--- config.mk ---
export PLATFORM = sky130hd
export DESIGN_NAME = ppp_port
export DESIGN_NICKNAME = d
export VERILOG_FILES = /design/src/common/ppp_pkg.sv /design/src/hdl/ppp_lane.sv /design/src/hdl/ppp_port.sv
export SDC_FILE = /design/constraint.sdc
export NUM_CORES = 1
export LEC_CHECK = 0
export BUFFER_PORTS_ARGS = -buffer_cell sky130_fd_sc_hd__buf_4
export CORE_AREA = 2 2 169 171
export DETAILED_ROUTE_END_ITERATION = 8
export DIE_AREA = 0 0 171 173
export PLACE_DENSITY = 0.74
export SLEW_MARGIN = 20
export SYNTH_ARGS = -nofsm -noshare
export SYNTH_HDL_FRONTEND = slang
export SYNTH_SLANG_ARGS = --single-unit
export TNS_END_PERCENT = 1
--- constraint.sdc ---
create_clock -name CORE_CLK -period 9.3 [get_ports CORE_CLK]
set_input_delay 0 -clock CORE_CLK [delete_from_list [all_inputs] [get_ports CORE_CLK]]
set_output_delay 0 -clock CORE_CLK [all_outputs]
set_load 0.02 [all_outputs]
--- src/common/ppp_pkg.sv ---
// shared constants and types for the 8-bit PHY lane port
// Functional notes
// - core drives two-bit power-state request
// - link reset input is active low
// - all link signals timed by PHY clock
// - optional source-synchronous transmit clock output
// - per lane transmit byte plus K flag
// - per lane receive polarity invert control
// - per lane transmit compliance control
// - per lane transmit electrical idle control
// - lane 0 always; lanes 1-3 x4 only
package ppp_pkg;

  // lane configuration
  localparam int PPP_MAX_LANES = 4;
  localparam int PPP_ADDR_W    = 8;

  // register byte offsets
  localparam logic [7:0] PPP_CTRL_OFS   = 8'h00;
  localparam logic [7:0] PPP_STATUS_OFS = 8'h04;
  localparam logic [7:0] PPP_LANE_OFS   = 8'h08;
  localparam logic [3:0] PPP_TX_REGION  = 4'h1;  // 0x10 + 4*lane
  localparam logic [3:0] PPP_RX_REGION  = 4'h2;  // 0x20 + 4*lane

  // control register fields
  localparam int PPP_CTRL_PWR_LSB = 0;

  // status register fields
  localparam int PPP_ST_BUSY     = 0;
  localparam int PPP_ST_DONE     = 1;
  localparam int PPP_ST_REFUSED  = 2;
  localparam int PPP_ST_LINK_RST = 3;
  localparam int PPP_ST_PWR_LSB  = 4;
  localparam int PPP_ST_PHYDONE  = 6;
  localparam int PPP_ST_IDLE_LSB = 8;
  localparam int PPP_ST_VLD_LSB  = 12;

  // lane control register fields
  localparam int PPP_LC_INV_LSB  = 0;
  localparam int PPP_LC_CMP_LSB  = 4;
  localparam int PPP_LC_IDLE_LSB = 8;

  // reset values
  localparam logic [1:0] PPP_PWR_RST     = 2'h2;
  localparam logic       PPP_TX_IDLE_RST = 1'b1;

  // PHY clock rates in MHz
  localparam int PPP_PCLK_SDR_MHZ = 250;
  localparam int PPP_PCLK_DDR_MHZ = 125;

  // transmit word of one lane
  typedef struct packed {
    logic [7:0] data;
    logic       kchar;
  } ppp_tx_s;

  // receive word of one lane
  typedef struct packed {
    logic [7:0] data;
    logic       kchar;
    logic [1:0] status;
    logic       valid;
    logic       idle;
  } ppp_rx_s;

  // power request sequencer
  typedef enum logic [1:0] {
    PWR_IDLE,
    PWR_LAUNCH,
    PWR_WAIT
  } ppp_pwr_e;

endpackage : ppp_pkg

--- src/hdl/ppp_lane.sv ---
// one lane: receive sampling and transmit launch on PHY clock edges
`timescale 1ns/100ps
module ppp_lane
  import ppp_pkg::*;
(
  // clock and reset
  input  wire logic    clk,
  input  wire logic    rst,
  input  wire logic    ce,
  // link timing
  input  wire logic    link_up,
  input  wire logic    pclk_rise,
  // core side
  input  wire ppp_tx_s tx_word,
  input  wire logic    invert,
  input  wire logic    compliance,
  input  wire logic    idle_req,
  output ppp_rx_s      rx_cap,
  // pin side
  input  wire ppp_rx_s rx_pin,
  output ppp_tx_s      tx_pin,
  output logic         invert_pin,
  output logic         compl_pin,
  output logic         idle_pin
);

  // all lane state
  typedef struct packed {
    ppp_rx_s rx_s1;  // first sync stage, read only by rx_s2
    ppp_rx_s rx_s2;
    ppp_rx_s rx_s3;  // value seen just before the edge
    ppp_rx_s cap;
    ppp_tx_s tx;
    logic    inv;
    logic    cmp;
    logic    idl;
  } ppp_lane_s;

  ppp_lane_s q;  // registered state
  ppp_lane_s d;  // next state

  // next-state logic
  always_comb
  begin
    d       = q;
    d.rx_s1 = rx_pin;
    d.rx_s2 = q.rx_s1;
    d.rx_s3 = q.rx_s2;
    if (!link_up)
    begin
      // link reset: quiet transmitter, clear capture
      d.cap = '0;
      d.tx  = '0;
      d.inv = 1'b0;
      d.cmp = 1'b0;
      d.idl = PPP_TX_IDLE_RST;
    end
    else if (pclk_rise)
    begin
      // pre-edge value avoids racing the PHY's own launch
      d.cap = q.rx_s3;
      d.tx  = tx_word;
      d.inv = invert;
      d.cmp = compliance;
      d.idl = idle_req;
    end
  end

  // state register, frozen while ce is low
  always_ff @(posedge clk or posedge rst)
  begin
    if (rst)
    begin
      q     <= '0;
      q.idl <= PPP_TX_IDLE_RST;
    end
    else if (ce)
    begin
      q <= d;
    end
  end

  // outputs straight from flip-flops
  assign rx_cap     = q.cap;
  assign tx_pin     = q.tx;
  assign invert_pin = q.inv;
  assign compl_pin  = q.cmp;
  assign idle_pin   = q.idl;

endmodule : ppp_lane

--- src/hdl/ppp_port.sv ---
// controller-side 8-bit PHY lane port with APB register access
//
// Decided for this implementation: the address map and the APB interface to the registers.
`timescale 1ns/100ps
module ppp_port
  import ppp_pkg::*;
#(
  parameter int   LANES     = 4,     // 1 or 4
  parameter logic HAS_TXCLK = 1'b1   // drive the transmit clock
)
(
  // core clock and reset
  input  wire logic                  CORE_CLK,
  input  wire logic                  SYS_RST,
  input  wire logic                  CLK_EN,
  // apb slave
  input  wire logic                  PSEL,
  input  wire logic                  PENABLE,
  input  wire logic                  PWRITE,
  input  wire logic [PPP_ADDR_W-1:0] PADDR,
  input  wire logic [31:0]           PWDATA,
  input  wire logic [3:0]            PSTRB,
  output logic      [31:0]           PRDATA,
  output logic                       PREADY,
  output logic                       PSLVERR,
  // shared link signals
  input  wire logic                  PHY_CLK,
  input  wire logic                  LINK_RST_N,
  input  wire logic                  PHY_DONE,
  output logic      [1:0]            POWER_REQUEST,
  output logic                       TX_CLK_OUT,
  // receive lanes
  input  wire logic [LANES-1:0][7:0] LANE_RECEIVE_BYTE,
  input  wire logic [LANES-1:0]      LANE_RECEIVE_KCHAR_FLAG,
  input  wire logic [LANES-1:0][1:0] LANE_RECEIVE_STATUS,
  input  wire logic [LANES-1:0]      LANE_RECEIVE_VALID,
  input  wire logic [LANES-1:0]      LANE_RECEIVE_IDLE_DETECT,
  output logic      [LANES-1:0]      LANE_RECEIVE_INVERT,
  // transmit lanes
  output logic      [LANES-1:0][7:0] LANE_TRANSMIT_BYTE,
  output logic      [LANES-1:0]      LANE_TRANSMIT_KCHAR_FLAG,
  output logic      [LANES-1:0]      LANE_TRANSMIT_COMPLIANCE,
  output logic      [LANES-1:0]      LANE_TRANSMIT_IDLE_REQUEST
);

  // lane count is one or the full four
  generate
    if (LANES != 1 && LANES != PPP_MAX_LANES)
    begin : g_bad_lanes
      $error("ppp_port: LANES must be 1 or 4");
    end
  endgenerate

  // all state of the port
  typedef struct packed {
    logic                 pclk_s1;  // sync stage, read only by pclk_s2
    logic                 pclk_s2;
    logic                 pclk_s3;  // edge history
    logic                 lrst_s1;  // sync stage, read only by lrst_s2
    logic                 lrst_s2;  // high once link reset released
    logic                 done_s1;  // sync stage, read only by done_s2
    logic                 done_s2;
    logic                 done_s3;
    ppp_pwr_e             pwr_st;
    logic [1:0]           pwr_req;  // value asked by software
    logic [1:0]           pwr_pin;  // value on the pins
    logic                 done_flag;
    logic                 refused_flag;
    logic [LANES-1:0]     inv;
    logic [LANES-1:0]     cmp;
    logic [LANES-1:0]     idl;
    ppp_tx_s [LANES-1:0]  tx_word;
    logic [31:0]          rdata;
    logic                 slverr;
    logic                 txclk;
  } ppp_top_s;

  ppp_top_s q;  // registered state
  ppp_top_s d;  // next state

  // per-lane carriers
  ppp_rx_s [LANES-1:0] rx_pin;  // pins gathered per lane
  ppp_rx_s [LANES-1:0] rx_cap;  // captured receive words
  ppp_tx_s [LANES-1:0] tx_pin;  // launched transmit words

  // link timing strobes
  logic pclk_rise;  // PHY clock rising edge seen
  logic link_up;    // link reset released

  // bus phase decode
  logic       setup;    // first apb cycle
  logic       wr_take;  // write takes effect
  logic [1:0] lane_ix;  // lane of a per-lane register
  logic [3:0] region;   // upper address nibble

  // merge byte lanes of a write over the old value
  function automatic logic [31:0] ppp_merge(
    input logic [31:0] old_v,
    input logic [31:0] new_v,
    input logic [3:0]  strb
  );
    logic [31:0] res;
    res = old_v;
    for (int b = 0; b < 4; b++)
    begin
      if (strb[b])
      begin
        res[b*8 +: 8] = new_v[b*8 +: 8];
      end
    end
    return res;
  endfunction : ppp_merge

  // edge and phase decode
  assign pclk_rise = q.pclk_s2 & ~q.pclk_s3;
  assign link_up   = q.lrst_s2;
  assign setup     = PSEL & ~PENABLE;
  assign wr_take   = PSEL & PENABLE & PWRITE & ~q.slverr;
  assign lane_ix   = PADDR[3:2];
  assign region    = PADDR[7:4];

  // gather receive pins into lane words
  always_comb
  begin
    for (int i = 0; i < LANES; i++)
    begin
      rx_pin[i].data   = LANE_RECEIVE_BYTE[i];
      rx_pin[i].kchar  = LANE_RECEIVE_KCHAR_FLAG[i];
      rx_pin[i].status = LANE_RECEIVE_STATUS[i];
      rx_pin[i].valid  = LANE_RECEIVE_VALID[i];
      rx_pin[i].idle   = LANE_RECEIVE_IDLE_DETECT[i];
    end
  end

  // next-state logic
  always_comb
  begin
    logic [31:0] rd;       // read value for the addressed register
    logic        err;      // unmapped or illegal access
    logic [31:0] wv;       // merged write value
    logic [1:0]  new_pwr;  // power field of a control write
    rd      = '0;
    err     = 1'b0;
    wv      = '0;
    new_pwr = '0;
    d       = q;

    // synchronisers for pins from the PHY clock domain
    d.pclk_s1 = PHY_CLK;
    d.pclk_s2 = q.pclk_s1;
    d.pclk_s3 = q.pclk_s2;
    d.lrst_s1 = LINK_RST_N;
    d.lrst_s2 = q.lrst_s1;
    d.done_s1 = PHY_DONE;
    d.done_s2 = q.done_s1;
    d.done_s3 = q.done_s2;

    // transmit clock mid-eye: rises half a period after launch
    d.txclk = ~q.pclk_s2;

    // read decode in the setup phase, answered in the access phase
    if (setup)
    begin
      if (PADDR[1:0] != 2'h0)
      begin
        err = 1'b1;  // misaligned
      end
      else if (PADDR == PPP_CTRL_OFS)
      begin
        rd[PPP_CTRL_PWR_LSB +: 2] = q.pwr_req;
      end
      else if (PADDR == PPP_STATUS_OFS)
      begin
        rd[PPP_ST_BUSY]              = (q.pwr_st != PWR_IDLE);
        rd[PPP_ST_DONE]              = q.done_flag;
        rd[PPP_ST_REFUSED]           = q.refused_flag;
        rd[PPP_ST_LINK_RST]          = ~link_up;
        rd[PPP_ST_PWR_LSB +: 2]      = q.pwr_pin;
        rd[PPP_ST_PHYDONE]           = q.done_s3;
        for (int i = 0; i < LANES; i++)
        begin
          rd[PPP_ST_IDLE_LSB + i] = rx_cap[i].idle;
          rd[PPP_ST_VLD_LSB + i]  = rx_cap[i].valid;
        end
      end
      else if (PADDR == PPP_LANE_OFS)
      begin
        rd[PPP_LC_INV_LSB +: LANES]  = q.inv;
        rd[PPP_LC_CMP_LSB +: LANES]  = q.cmp;
        rd[PPP_LC_IDLE_LSB +: LANES] = q.idl;
      end
      else if (region == PPP_TX_REGION && int'(lane_ix) < LANES)
      begin
        rd[$bits(ppp_tx_s)-1:0] = q.tx_word[lane_ix];
      end
      else if (region == PPP_RX_REGION && int'(lane_ix) < LANES)
      begin
        rd[$bits(ppp_rx_s)-1:0] = rx_cap[lane_ix];
        err                     = PWRITE;  // capture is read-only
      end
      else
      begin
        err = 1'b1;  // absent lane or unmapped
      end
      d.rdata  = err ? 32'h0000_0000 : rd;
      d.slverr = err;
    end

    // write takes effect at the access edge
    if (wr_take)
    begin
      if (PADDR == PPP_CTRL_OFS)
      begin
        wv      = ppp_merge({30'h0000_0000, q.pwr_req}, PWDATA, PSTRB);
        new_pwr = wv[PPP_CTRL_PWR_LSB +: 2];
        if (q.pwr_st == PWR_IDLE)
        begin
          // a new state is sent; rewriting the present one does nothing
          if (new_pwr != q.pwr_pin)
          begin
            d.pwr_req = new_pwr;
            d.pwr_st  = PWR_LAUNCH;
          end
        end
        else if (new_pwr != q.pwr_req)
        begin
          d.refused_flag = 1'b1;
        end
      end
      else if (PADDR == PPP_STATUS_OFS)
      begin
        // write one to clear; a same-cycle set below wins
        if (PSTRB[0] && PWDATA[PPP_ST_DONE])
        begin
          d.done_flag = 1'b0;
        end
        if (PSTRB[0] && PWDATA[PPP_ST_REFUSED])
        begin
          d.refused_flag = 1'b0;
        end
      end
      else if (PADDR == PPP_LANE_OFS)
      begin
        wv    = ppp_merge(q.rdata, PWDATA, PSTRB);
        d.inv = wv[PPP_LC_INV_LSB +: LANES];
        d.cmp = wv[PPP_LC_CMP_LSB +: LANES];
        d.idl = wv[PPP_LC_IDLE_LSB +: LANES];
      end
      else if (region == PPP_TX_REGION)
      begin
        wv                  = ppp_merge(q.rdata, PWDATA, PSTRB);
        d.tx_word[lane_ix]  = wv[$bits(ppp_tx_s)-1:0];
      end
    end

    // power request sequencer, stepped by PHY clock edges
    case (q.pwr_st)
      PWR_IDLE:
      begin
        // nothing outstanding
      end
      PWR_LAUNCH:
      begin
        if (pclk_rise)
        begin
          d.pwr_pin = q.pwr_req;
          d.pwr_st  = PWR_WAIT;
        end
      end
      PWR_WAIT:
      begin
        // pins held until the PHY reports completion
        if (pclk_rise && q.done_s3)
        begin
          d.pwr_st    = PWR_IDLE;
          d.done_flag = 1'b1;
        end
      end
      default:
      begin
        d.pwr_st = PWR_IDLE;
      end
    endcase

    // link reset overrides the sequencer and the pins
    if (!link_up)
    begin
      d.pwr_st  = PWR_IDLE;
      d.pwr_pin = PPP_PWR_RST;
      d.pwr_req = PPP_PWR_RST;
    end
  end

  // state register, frozen while the clock enable is low
  always_ff @(posedge CORE_CLK or posedge SYS_RST)
  begin
    if (SYS_RST)
    begin
      q         <= '0;
      q.pwr_st  <= PWR_IDLE;
      q.pwr_pin <= PPP_PWR_RST;
      q.pwr_req <= PPP_PWR_RST;
      q.idl     <= {LANES{PPP_TX_IDLE_RST}};
    end
    else if (CLK_EN)
    begin
      q <= d;
    end
  end

  // one lane engine per configured lane
  generate
    for (genvar g = 0; g < LANES; g++)
    begin : g_lane
      ppp_lane u_lane (
        .clk        (CORE_CLK),
        .rst        (SYS_RST),
        .ce         (CLK_EN),
        .link_up    (link_up),
        .pclk_rise  (pclk_rise),
        .tx_word    (q.tx_word[g]),
        .invert     (q.inv[g]),
        .compliance (q.cmp[g]),
        .idle_req   (q.idl[g]),
        .rx_cap     (rx_cap[g]),
        .rx_pin     (rx_pin[g]),
        .tx_pin     (tx_pin[g]),
        .invert_pin (LANE_RECEIVE_INVERT[g]),
        .compl_pin  (LANE_TRANSMIT_COMPLIANCE[g]),
        .idle_pin   (LANE_TRANSMIT_IDLE_REQUEST[g])
      );
      assign LANE_TRANSMIT_BYTE[g]       = tx_pin[g].data;
      assign LANE_TRANSMIT_KCHAR_FLAG[g] = tx_pin[g].kchar;
    end
  endgenerate

  // apb answers: no wait states, data from flip-flops
  assign PREADY  = 1'b1;
  assign PRDATA  = q.rdata;
  assign PSLVERR = PSEL & PENABLE & q.slverr;

  // shared link outputs
  assign POWER_REQUEST = q.pwr_pin;
  assign TX_CLK_OUT    = HAS_TXCLK ? q.txclk : 1'b0;

endmodule : ppp_port

==> flow_summary.yaml, run 1 <==
global_routing:
  grt_max_degree: 97
  antenna_found_initial: 0
  first_global_vias: 8894
  grt_use_total_pct: 21.80
  grt_pass1_wl_um: 50580
  grt_overflow: 0
routing:
  drc: 0
  num_vias: 8903
  wl_per_cell_um: 19.82
  drtAntennaViolNets: 0
  routed_wl_um: 31490
  firstDrtPassIters: 5
  drt_iter0_drc: 639
  via_per_inst: 5.603
worst_setup_path:
  start_kind: "register"
  r2r-start: "q[1]"
  cp-end-kind: "register"
  crit_type: "register to register"
  cp.required_ns: 9.73
  reg2reg_to: "q[75]"
  arrival_ns: 2.71
  r2r_slack_ns: 7.02
  reg2reg_depth: 5
  cp_max_fo: 24
floorplan:
  fp.dieW_um: 171
  die_area_mm2: 0.02958
  ios: 190
  core_mm2: 0.02763
  start_util_pct: 51.61
  die_y_um: 173
  rows: 61
timing:
  relSlewSlack_pct: 26.29
  setup_viol: 0
  period_share_pct: 24.54
  worst_slack_ns: 7.017
  hold_violations: 0
  fin_skew_ns: 0.01372
  timing.hold.ws_ns: 0.008220
  rsz0062_at_grt: "false"
  period_needed_ns: 2.283
  final_max_slew_viol_count: 0
  fmax_mhz: 438.1
  setup-tns-final_ns: 0
  worst_pin_slew_ns: 1.106
synthesis:
  syn_area_mm2: 0.01426
  synth_cell_types: 49
  ys_top_cells_by_area: "dfrtp_1 58%, mux2_2 13%, a22o_1 6.0%"
  synth_edf_count: 0
  async_flop_share_pct: 100.0
  ys_seq_area_share_pct: 59.41
  synthFlopType: "dfrtp_1"
  synth-seq-cells: 338
  post_synth.cell_area_avg_um2: 13.61
  yosysWarningCount: 0
  synth_area_leader_cell: "dfrtp_1"
  syn_inst: 1048
  synthDominantCellAreaShare_pct: 57.56
power_and_ir_drop:
  p_leak_nw: 7.736
  ir_worst_vdd_mv: 0.1587
  powerDensity_mw_per_mm2: 207.1
finish:
  utilization_pct: 61.80
  fin_area_mm2: 0.01708
  regArea_mm2: 0.008471
  drive_gt1_share_pct: 35.84
  multi_input_area_mm2: 0.004942
  mostFrequentLayoutCells: "328 x dfrtp_1, 165 x mux2_2, 154 x buf_4"
  final_nets: 1289
  antenna_cells: 0
  fill_cells: 2165
  final_common_cell: "dfrtp_1"
  synthToLayoutAreaGrowth_pct: 19.75
placed_design:
  dp_slack_ns: 6.639
  hpwl_um: 20050
  place_area_mm2: 0.01507
  placement.io_buffers: 150
  routabilityCongestion: 0.8435
clock_tree:
  clk_latency_ns: 0.52
  cts_inserted_buffers: 36
  clk_path_buf_depth: 3
  clk_pin_slew_ns: 0.06
  cts_tree: "done"
  clock_sinks: 338
  htreeDepth: 2
  ctsRootBufferMaster: "clkbuf_16"
flow_run:
  drv_cap: 0
min_path:
  holdPathStages: 3
  hold_path_class: "primary input to register"
  min_from: "PWDATA[8]"
  hold_end: "q[70]"
status:
  status: "finished clean"
## per-stage QoR
| stage | cells | power [mW] |
|---|---|---|
| 4_1_cts | 1588 | 3.564 |
| 3_3_place_gp | 1449 | 2.070 |
| 3_5_place_dp | 1449 | 2.088 |
| 6_report | 1589 | 3.536 |
| 2_1_floorplan | 1063 | 1.974 |
| 5_1_grt | 1589 | 3.674 |
## where the power goes
group          leakage (nW)  internal (mW)  switching, mW
clock network         0.592          0.873          0.574
logic                  2.85          0.200          0.171
registers              4.29           1.62         0.0948
## worst max path at each step
stage | from | cells after the start | end | slack [ns]
2_1_floorplan | SYS_RST | 1 | POWER_REQUEST[0] | 4.79
3_3_place_gp | CLK_EN | 5 | PRDATA[6] | 6.70
3_5_place_dp | CLK_EN | 5 | PRDATA[13] | 6.64
4_1_cts | SYS_RST | 5 | q[1] | 6.74
5_1_grt | SYS_RST | 6 | q[1] | 6.63
6_report | q[1] | 5 | q[75] | 7.02
## critical path, stage by stage, from the launching register on
cell and delay (ns):
dfrtp_1 0.39, and3b_1 0.24, nand3_2 0.29, nor3_4 0.97, nor2_1 0.14, a21oi_2 0.16
## layer usage
metal / global-route usage [%] / vias up / share of wire, %
met2: 32.11 / 297 / 45
met1: 31.60 / 4517 / 44
li1: - / 4023 / -
met3: 5.425 / 66 / 7.6
met5: 0 / - / 0
met4: 7.768 / 0 / 3.4
## synth_stat cells (all sizes together), types with 3 or more instances
cell,count
xnor2,4
o31ai,5
nand3,6
a22o,98
nand2,26
buf,111
nor3,8
nor2b,3
o21ai,12
nand2b,3
dfrtp,328
inv,7
a32o,12
a31oi,3
o22ai,3
and3b,3
a22oi,10
nor2,63
clkbuf,38
or3,5
dfstp,10
mux2i,14
a21oi,66
mux4,22
mux2,165
o22a,4
## what timing repair did
action	CTS	global route
buffers inserted	0	0
resized for setup	0	0
hold buffers	74	0
hold endpoints to repair	118	0
## layout make-up
class / instances / area share (%)
Sequential cell: 338 / 49.61
Multi-Input combinational cell: 569 / 28.94
Timing Repair Buffer: 232 / 11.47
Clock buffer: 53 / 6.185
Tap cell: 378 / 2.770
Clock inverter: 12 / 0.8500
Inverter: 7 / 0.1759
## cells by family after synthesis
logic type | synth area share [%]
DFF | 59.41
buffers and inverters | 6.669
other | 0.05267
AOI/OAI and AO/OA | 11.71
muxes | 17.49
xor gates and xnor gates | 0.2457
and+or+nand+nor | 4.423
No activity file was read; power rests on OpenSTA's default activity.
==> inputs of run 2 (changes only) <==
CORE_AREA = 2 2 165 167   (was 2 2 169 171)
DIE_AREA = 0 0 167 169   (was 0 0 171 173)
clock period = 2.2 ns   (was 9.3 ns; I/O delays follow)
==> flow_summary.yaml, run 2 (synthesized netlist as in run 1, its figures left out) <==
status:
  status: "finished, violations left"
  violations: "hold timing"
finish:
  synthToLayoutAreaGrowth_pct: 21.52
  fill_cells: 1932
  utilization_pct: 65.38
  final_nets: 1320
  mostFrequentLayoutCells: "327 x dfrtp_1, 173 x buf_4, 165 x mux2_2"
  antenna_cells: 0
  drive_gt1_share_pct: 36.88
  final_common_cell: "dfrtp_1"
clock_tree:
  htreeDepth: 2
  cts_tree: "done"
  clk_path_buf_depth: 3
  clock_sinks: 338
  cts_inserted_buffers: 36
  ctsRootBufferMaster: "clkbuf_16"
  clk_pin_slew_ns: 0.06
  clk_latency_ns: 0.51
global_routing:
  busiest_layer: "met2"
  grt_use_total_pct: 23.04
  grt_overflow: 0
  grt_util_met2_pct: 35.02
  met3_usage_pct: 5.962
  grt_max_degree: 104
  grt_pass1_wl_um: 51330
  first_global_vias: 9114
  antenna_found_initial: 0
  met1_usage_pct: 32.58
timing:
  setup-tns-final_ns: 0
  worst_slack_ns: 0.1003
  relSlewSlack_pct: 48.28
  period_share_pct: 95.44
  timing.hold.ws_ns: -0.007256
  final_max_slew_viol_count: 0
  fmax_mhz: 476.3
  fin_skew_ns: 0.008535
  hold_violations: 1
  worst_pin_slew_ns: 0.7542
  period_needed_ns: 2.100
  setup_viol: 0
routing:
  num_vias: 8993
  via_per_inst: 5.692
  drtAntennaViolNets: 0
  firstDrtPassIters: 5
  wl_per_cell_um: 19.97
  drt_iter0_drc: 789
  routed_wl_um: 31560
  drc: 0
floorplan:
  die_y_um: 169
  fp.dieW_um: 167
  ios: 190
  rows: 60
  start_util_pct: 53.81
  die_area_mm2: 0.02822
  core_mm2: 0.02650
placed_design:
  dp_slack_ns: 0.2989
  routabilityCongestion: 0.9133
  placement.io_buffers: 150
  hpwl_um: 20950
worst_setup_path:
  arrival_ns: 2.55
  start_kind: "register"
  crit_chain: "mux2i_1, xnor2_1, o2111ai_2, buf_4, o221ai_1, dlygate4sd3_1"
  max_stage_delay_ns: 0.58
  cp-end-kind: "register"
  cp_top_family: "buffers and inverters"
  cp.required_ns: 2.65
  cp_max_fo: 6
  path_buf_inv: 2
  crit_type: "register to register"
  cpMaxStageDelayCell: "dfstp_2"
power_and_ir_drop:
  p_leak_nw: 7.869
  ir_worst_vdd_mv: 0.8168
  combPwrFrac_pct: 10.7
  p_switching_mw: 3.516
  switching_share_pct: 23.32
  intPower_mw: 11.56
  p_clk_share_pct: 41.1
  seqPwrFrac_pct: 48.2
  powerDensity_mw_per_mm2: 870.3
flow_run:
  drv_cap: 0
min_path:
  hold_path_class: "primary input to register"
-- run 2: cell types whose count changed in the layout (fill, tap and decap cells not counted), sizes merged --
cell / before / now
buf: 158 / 180
dlygate4sd3: 74 / 83
clkbuf: 53 / 48
bufinv: 3 / 5
clkinv: 6 / 5
inv: 8 / 9
-- run 2: tightest hold or removal path: cells and delay by family --
| family | cells | cell delay [ns] |
|---|---|---|
| and+or+nand+nor | 3 | 0.28 |
| buffers and inverters | 1 | 0.13 |
| AOI/OAI and AO/OA | 1 | 0.09 |
-- run 2: final timing paths --
check                                            start                    endpoint  slack [ns]  cells after the start
worst min-delay path                          PADDR[4]                       q[87]      -0.007                      5
worst max-delay path                             q[87]                       q[86]        0.10                      6
worst min register to register  g_lane[1].u_lane.q[29]  g_lane[1].u_lane.rx_cap[4]        0.49                      1
min in group asynchronous                      SYS_RST      g_lane[0].u_lane.d[49]        0.10                      3
max in group asynchronous                      SYS_RST      g_lane[2].u_lane.d[37]        1.24                      4
worst max register to register                   q[87]                       q[86]        0.10                      6
-- run 2: cell type report --
type                    instances  area, um2  share of cell area, %
clock buffers                  48       1007                  5.813
clock inverters                14      212.7                  1.228
inverters                       7      30.03                 0.1733
multi-input cells             569       4917                  28.38
flip-flops and latches        338       8472                  48.90
well taps                     341      426.7                  2.462
repair buffers                263       2261                  13.05
-- run 2: through the flow --
stage / total power [mW] / std cells / instance area (um2) / hold WS (ns)
3_5_place_dp: 8.856 / 1434 / 15260 / 0.06783
2_1_floorplan: 8.346 / 1063 / 14320 / 0.1041
5_1_grt: 15.71 / 1580 / 17330 / 0.04042
4_1_cts: 15.22 / 1580 / 17330 / 0.01026
6_report: 15.08 / 1580 / 17330 / -0.007256
3_3_place_gp: 8.794 / 1434 / 15260 / 0.07327
-- run 2: power by group through the flow --
| stage | Sequential (mW) | Clock (mW) | Combinational, mW |
|---|---|---|---|
| floorplan | 7.20 | 0 | 1.15 |
| global placement | 7.34 | 0 | 1.45 |
| detailed placement | 7.37 | 0 | 1.49 |
| CTS | 7.26 | 6.32 | 1.63 |
| global route | 7.34 | 6.61 | 1.77 |
| finish | 7.26 | 6.20 | 1.62 |
-- run 2: per-layer routing --
layer / share of wire (%) / vias to the layer above
met5: 0 / -
met4: 3.1 / 0
met3: 8.2 / 65
met2: 46 / 356
met1: 42 / 4513
li1: - / 4059
-- run 2: what timing repair did --
action | CTS | global route
buffers inserted | 0 | 1
setup endpoints to repair | 0 | 2
resized for setup | 0 | 2
endpoints found under the hold margin | 186 | 0
hold buffers | 84 | 0
==> inputs of run 3 (changes only) <==
ABC_AREA = 1   (was default)
CORE_AREA = 2 2 167 169   (was 2 2 165 167)
DIE_AREA = 0 0 169 171   (was 0 0 167 169)
==> flow_summary.yaml, run 3 <==
synthesis:
  synthDominantCellAreaShare_pct: 56.00
  synth_cell_types: 40
  syn_area_mm2: 0.01466
  synthFlopType: "dfrtp_1"
  post_synth.cell_area_avg_um2: 8.835
  synthTopCellsByCount: "584 x nand2_1, 328 x dfrtp_1, 130 x inv_1"
  yosysWarningCount: 0
  async_flop_share_pct: 100.0
  synth_area_leader_cell: "dfrtp_1"
  ys_top_cells_by_area: "dfrtp_1 56%, nand2_1 15%, buf_4 4.7%"
  synth_edf_count: 0
  synth-seq-cells: 338
  yosysMostFrequentCell: "nand2_1"
  syn_inst: 1659
  ys_seq_area_share_pct: 57.79
worst_setup_path:
  start_kind: "primary input"
  r2r_slack_ns: 0.31
  setup.worst_path.start: "PADDR[0]"
  cp_max_fo: 6
  cp.required_ns: 2.65
  cp-end-kind: "register"
  arrival_ns: 2.54
  r2r-start: "q[95]"
  reg2reg_depth: 5
  crit_type: "primary input to register"
  reg2reg_to: "g_lane[0].u_lane.tx_pin[3]"
finish:
  synthToLayoutAreaGrowth_pct: 19.05
  mostFrequentLayoutCells: "584 x nand2_1, 328 x dfrtp_1, 162 x buf_4"
  utilization_pct: 63.86
  final_common_cell: "nand2_1"
  fill_cells: 2240
  drive_gt1_share_pct: 14.62
  antenna_cells: 0
  final_nets: 1898
clock_tree:
  clk_pin_slew_ns: 0.06
  clk_latency_ns: 0.52
  post_cts_resize_count: 0
  clock_sinks: 338
  ctsRootBufferMaster: "clkbuf_16"
  clk_path_buf_depth: 3
  htreeDepth: 2
  postCtsSetupBuffers: 0
  cts_tree: "done"
  cts_inserted_buffers: 35
power_and_ir_drop:
  switching_share_pct: 23.89
  finalPower_mw: 14.18
  p_leak_nw: 8.855
  seqPwrFrac_pct: 47.8
  p_switching_mw: 3.388
  combPwrFrac_pct: 8.9
  p_clk_share_pct: 43.3
  ir_worst_vdd_mv: 0.4705
  intPower_mw: 10.79
  powerDensity_mw_per_mm2: 812.7
routing:
  routed_wl_um: 33390
  wl_per_cell_um: 15.42
  drt_iter0_drc: 867
  num_vias: 11160
  drc: 0
  via_per_inst: 5.154
  firstDrtPassIters: 7
  drtAntennaViolNets: 0
min_path:
  hold_path_class: "primary input to register"
  hold_end: "q[82]"
  holdPathStages: 5
  min_from: "PSTRB[0]"
timing:
  rsz0062_at_grt: "false"
  fmax_mhz: 477.5
  final_max_slew_viol_count: 0
  fin_skew_ns: 0.01569
  hold_violations: 0
  period_share_pct: 95.19
  worst_pin_slew_ns: 1.059
  period_needed_ns: 2.094
  setup_viol: 0
  relSlewSlack_pct: 29.42
placed_design:
  hpwl_um: 21710
  placement.io_buffers: 150
  routabilityCongestion: 0.8569
floorplan:
  start_util_pct: 53.64
  core_mm2: 0.02732
  die_y_um: 171
  rows: 61
  die_area_mm2: 0.02890
  ios: 190
  fp.dieW_um: 169
global_routing:
  grt_use_total_pct: 23.86
  grt_util_met2_pct: 38.60
  grt_overflow: 0
  met1_usage_pct: 34.25
  antenna_found_initial: 0
  first_global_vias: 10780
  grt_max_degree: 221
  grt_pass1_wl_um: 55370
  met3_usage_pct: 2.868
  busiest_layer: "met2"
flow_run:
  drv_cap: 0
status:
  status: "finished clean"
[run 3: changes by cell type in the layout (fill, tap and decap cells not counted), sizes merged, moves of 44 or more]
| cell | change |
|---|---|
| a21oi | -44 |
| inv | +127 |
| o21ai | +140 |
| nand2 | +565 |
| mux2 | -165 |
| a22o | -70 |
[run 3: power by group through the flow]
stage / Sequential (mW) / Clock (mW) / Combinational (mW)
6_report: 6.78 / 6.14 / 1.27
5_1_grt: 6.82 / 6.50 / 1.44
4_1_cts: 6.78 / 6.24 / 1.28
3_5_place_dp: 6.89 / 0 / 1.16
3_3_place_gp: 6.87 / 0 / 1.14
2_1_floorplan: 6.85 / 0 / 0.821
[run 3: cells by family after synthesis]
group / after synthesis / synth area share, %
simple gates: 755 / 20.89
flops: 338 / 57.79
buf+inv: 302 / 10.66
compound gates: 253 / 9.988
mux: 9 / 0.6147
other cells: 2 / 0.05124
[run 3: per-layer routing]
metal	part of all wire, %	routed length (um)
met3	4.9	1626
met2	47	15790
met1	46	15210
met4	2.3	775
met5	0	0
[run 3: repair_timing]
| action | in CTS | in global routing |
|---|---|---|
| hold endpoints to repair | 322 | 0 |
| setup endpoints to repair | 0 | 0 |
| hold buffers | 76 | 0 |
[run 3: final cells by class]
| class | count | area [um2] | share of cell area (%) |
|---|---|---|---|
| Timing Repair Buffer | 246 | 2120 | 12.15 |
| Clock buffer | 48 | 1016 | 5.823 |
| Sequential cell | 338 | 8471 | 48.55 |
| Multi-Input combinational cell | 1034 | 4690 | 26.88 |
| Tap cell | 346 | 432.9 | 2.481 |
| Clock inverter | 15 | 196.4 | 1.126 |
| Inverter | 138 | 523.0 | 2.997 |
[run 3: worst max path at each step]
stage | to | slack, ns | depth (start not counted)
global placement | g_lane[0].u_lane.tx_pin[2] | 0.39 | 6
CTS | PRDATA[12] | 0.16 | 9
finish | PRDATA[12] | 0.11 | 9
floorplan | POWER_REQUEST[0] | -2.31 | 1
detailed placement | g_lane[0].u_lane.compl_pin | 0.35 | 6
global route | PRDATA[12] | 0.07 | 9
[run 3: critical path: stages]
cell and delay [ns]:
dlygate4sd3_1 0.55, buf_4 0.15, nor2_4 0.15, dlygate4sd3_1 0.72, nand4_1 0.13, nand2_1 0.09
nand4_1 0.12, nand2_1 0.09, dlygate4sd3_1 0.55
[run 3: per-stage QoR]
stage | cells | setup TNS (ns) | hold slack, ns | worst slack, ns | instance area (um2)
6_report | 2165 | 0 | 0.005243 | 0.1059 | 17450
5_1_grt | 2165 | 0 | 0.03212 | 0.06627 | 17450
4_1_cts | 2165 | 0 | 0.003259 | 0.1614 | 17440
3_5_place_dp | 2026 | 0 | 0.04273 | 0.3521 | 15470
3_3_place_gp | 2026 | 0 | 0.04312 | 0.3862 | 15470
2_1_floorplan | 1674 | -768.67 | 0.1166 | -2.310 | 14720
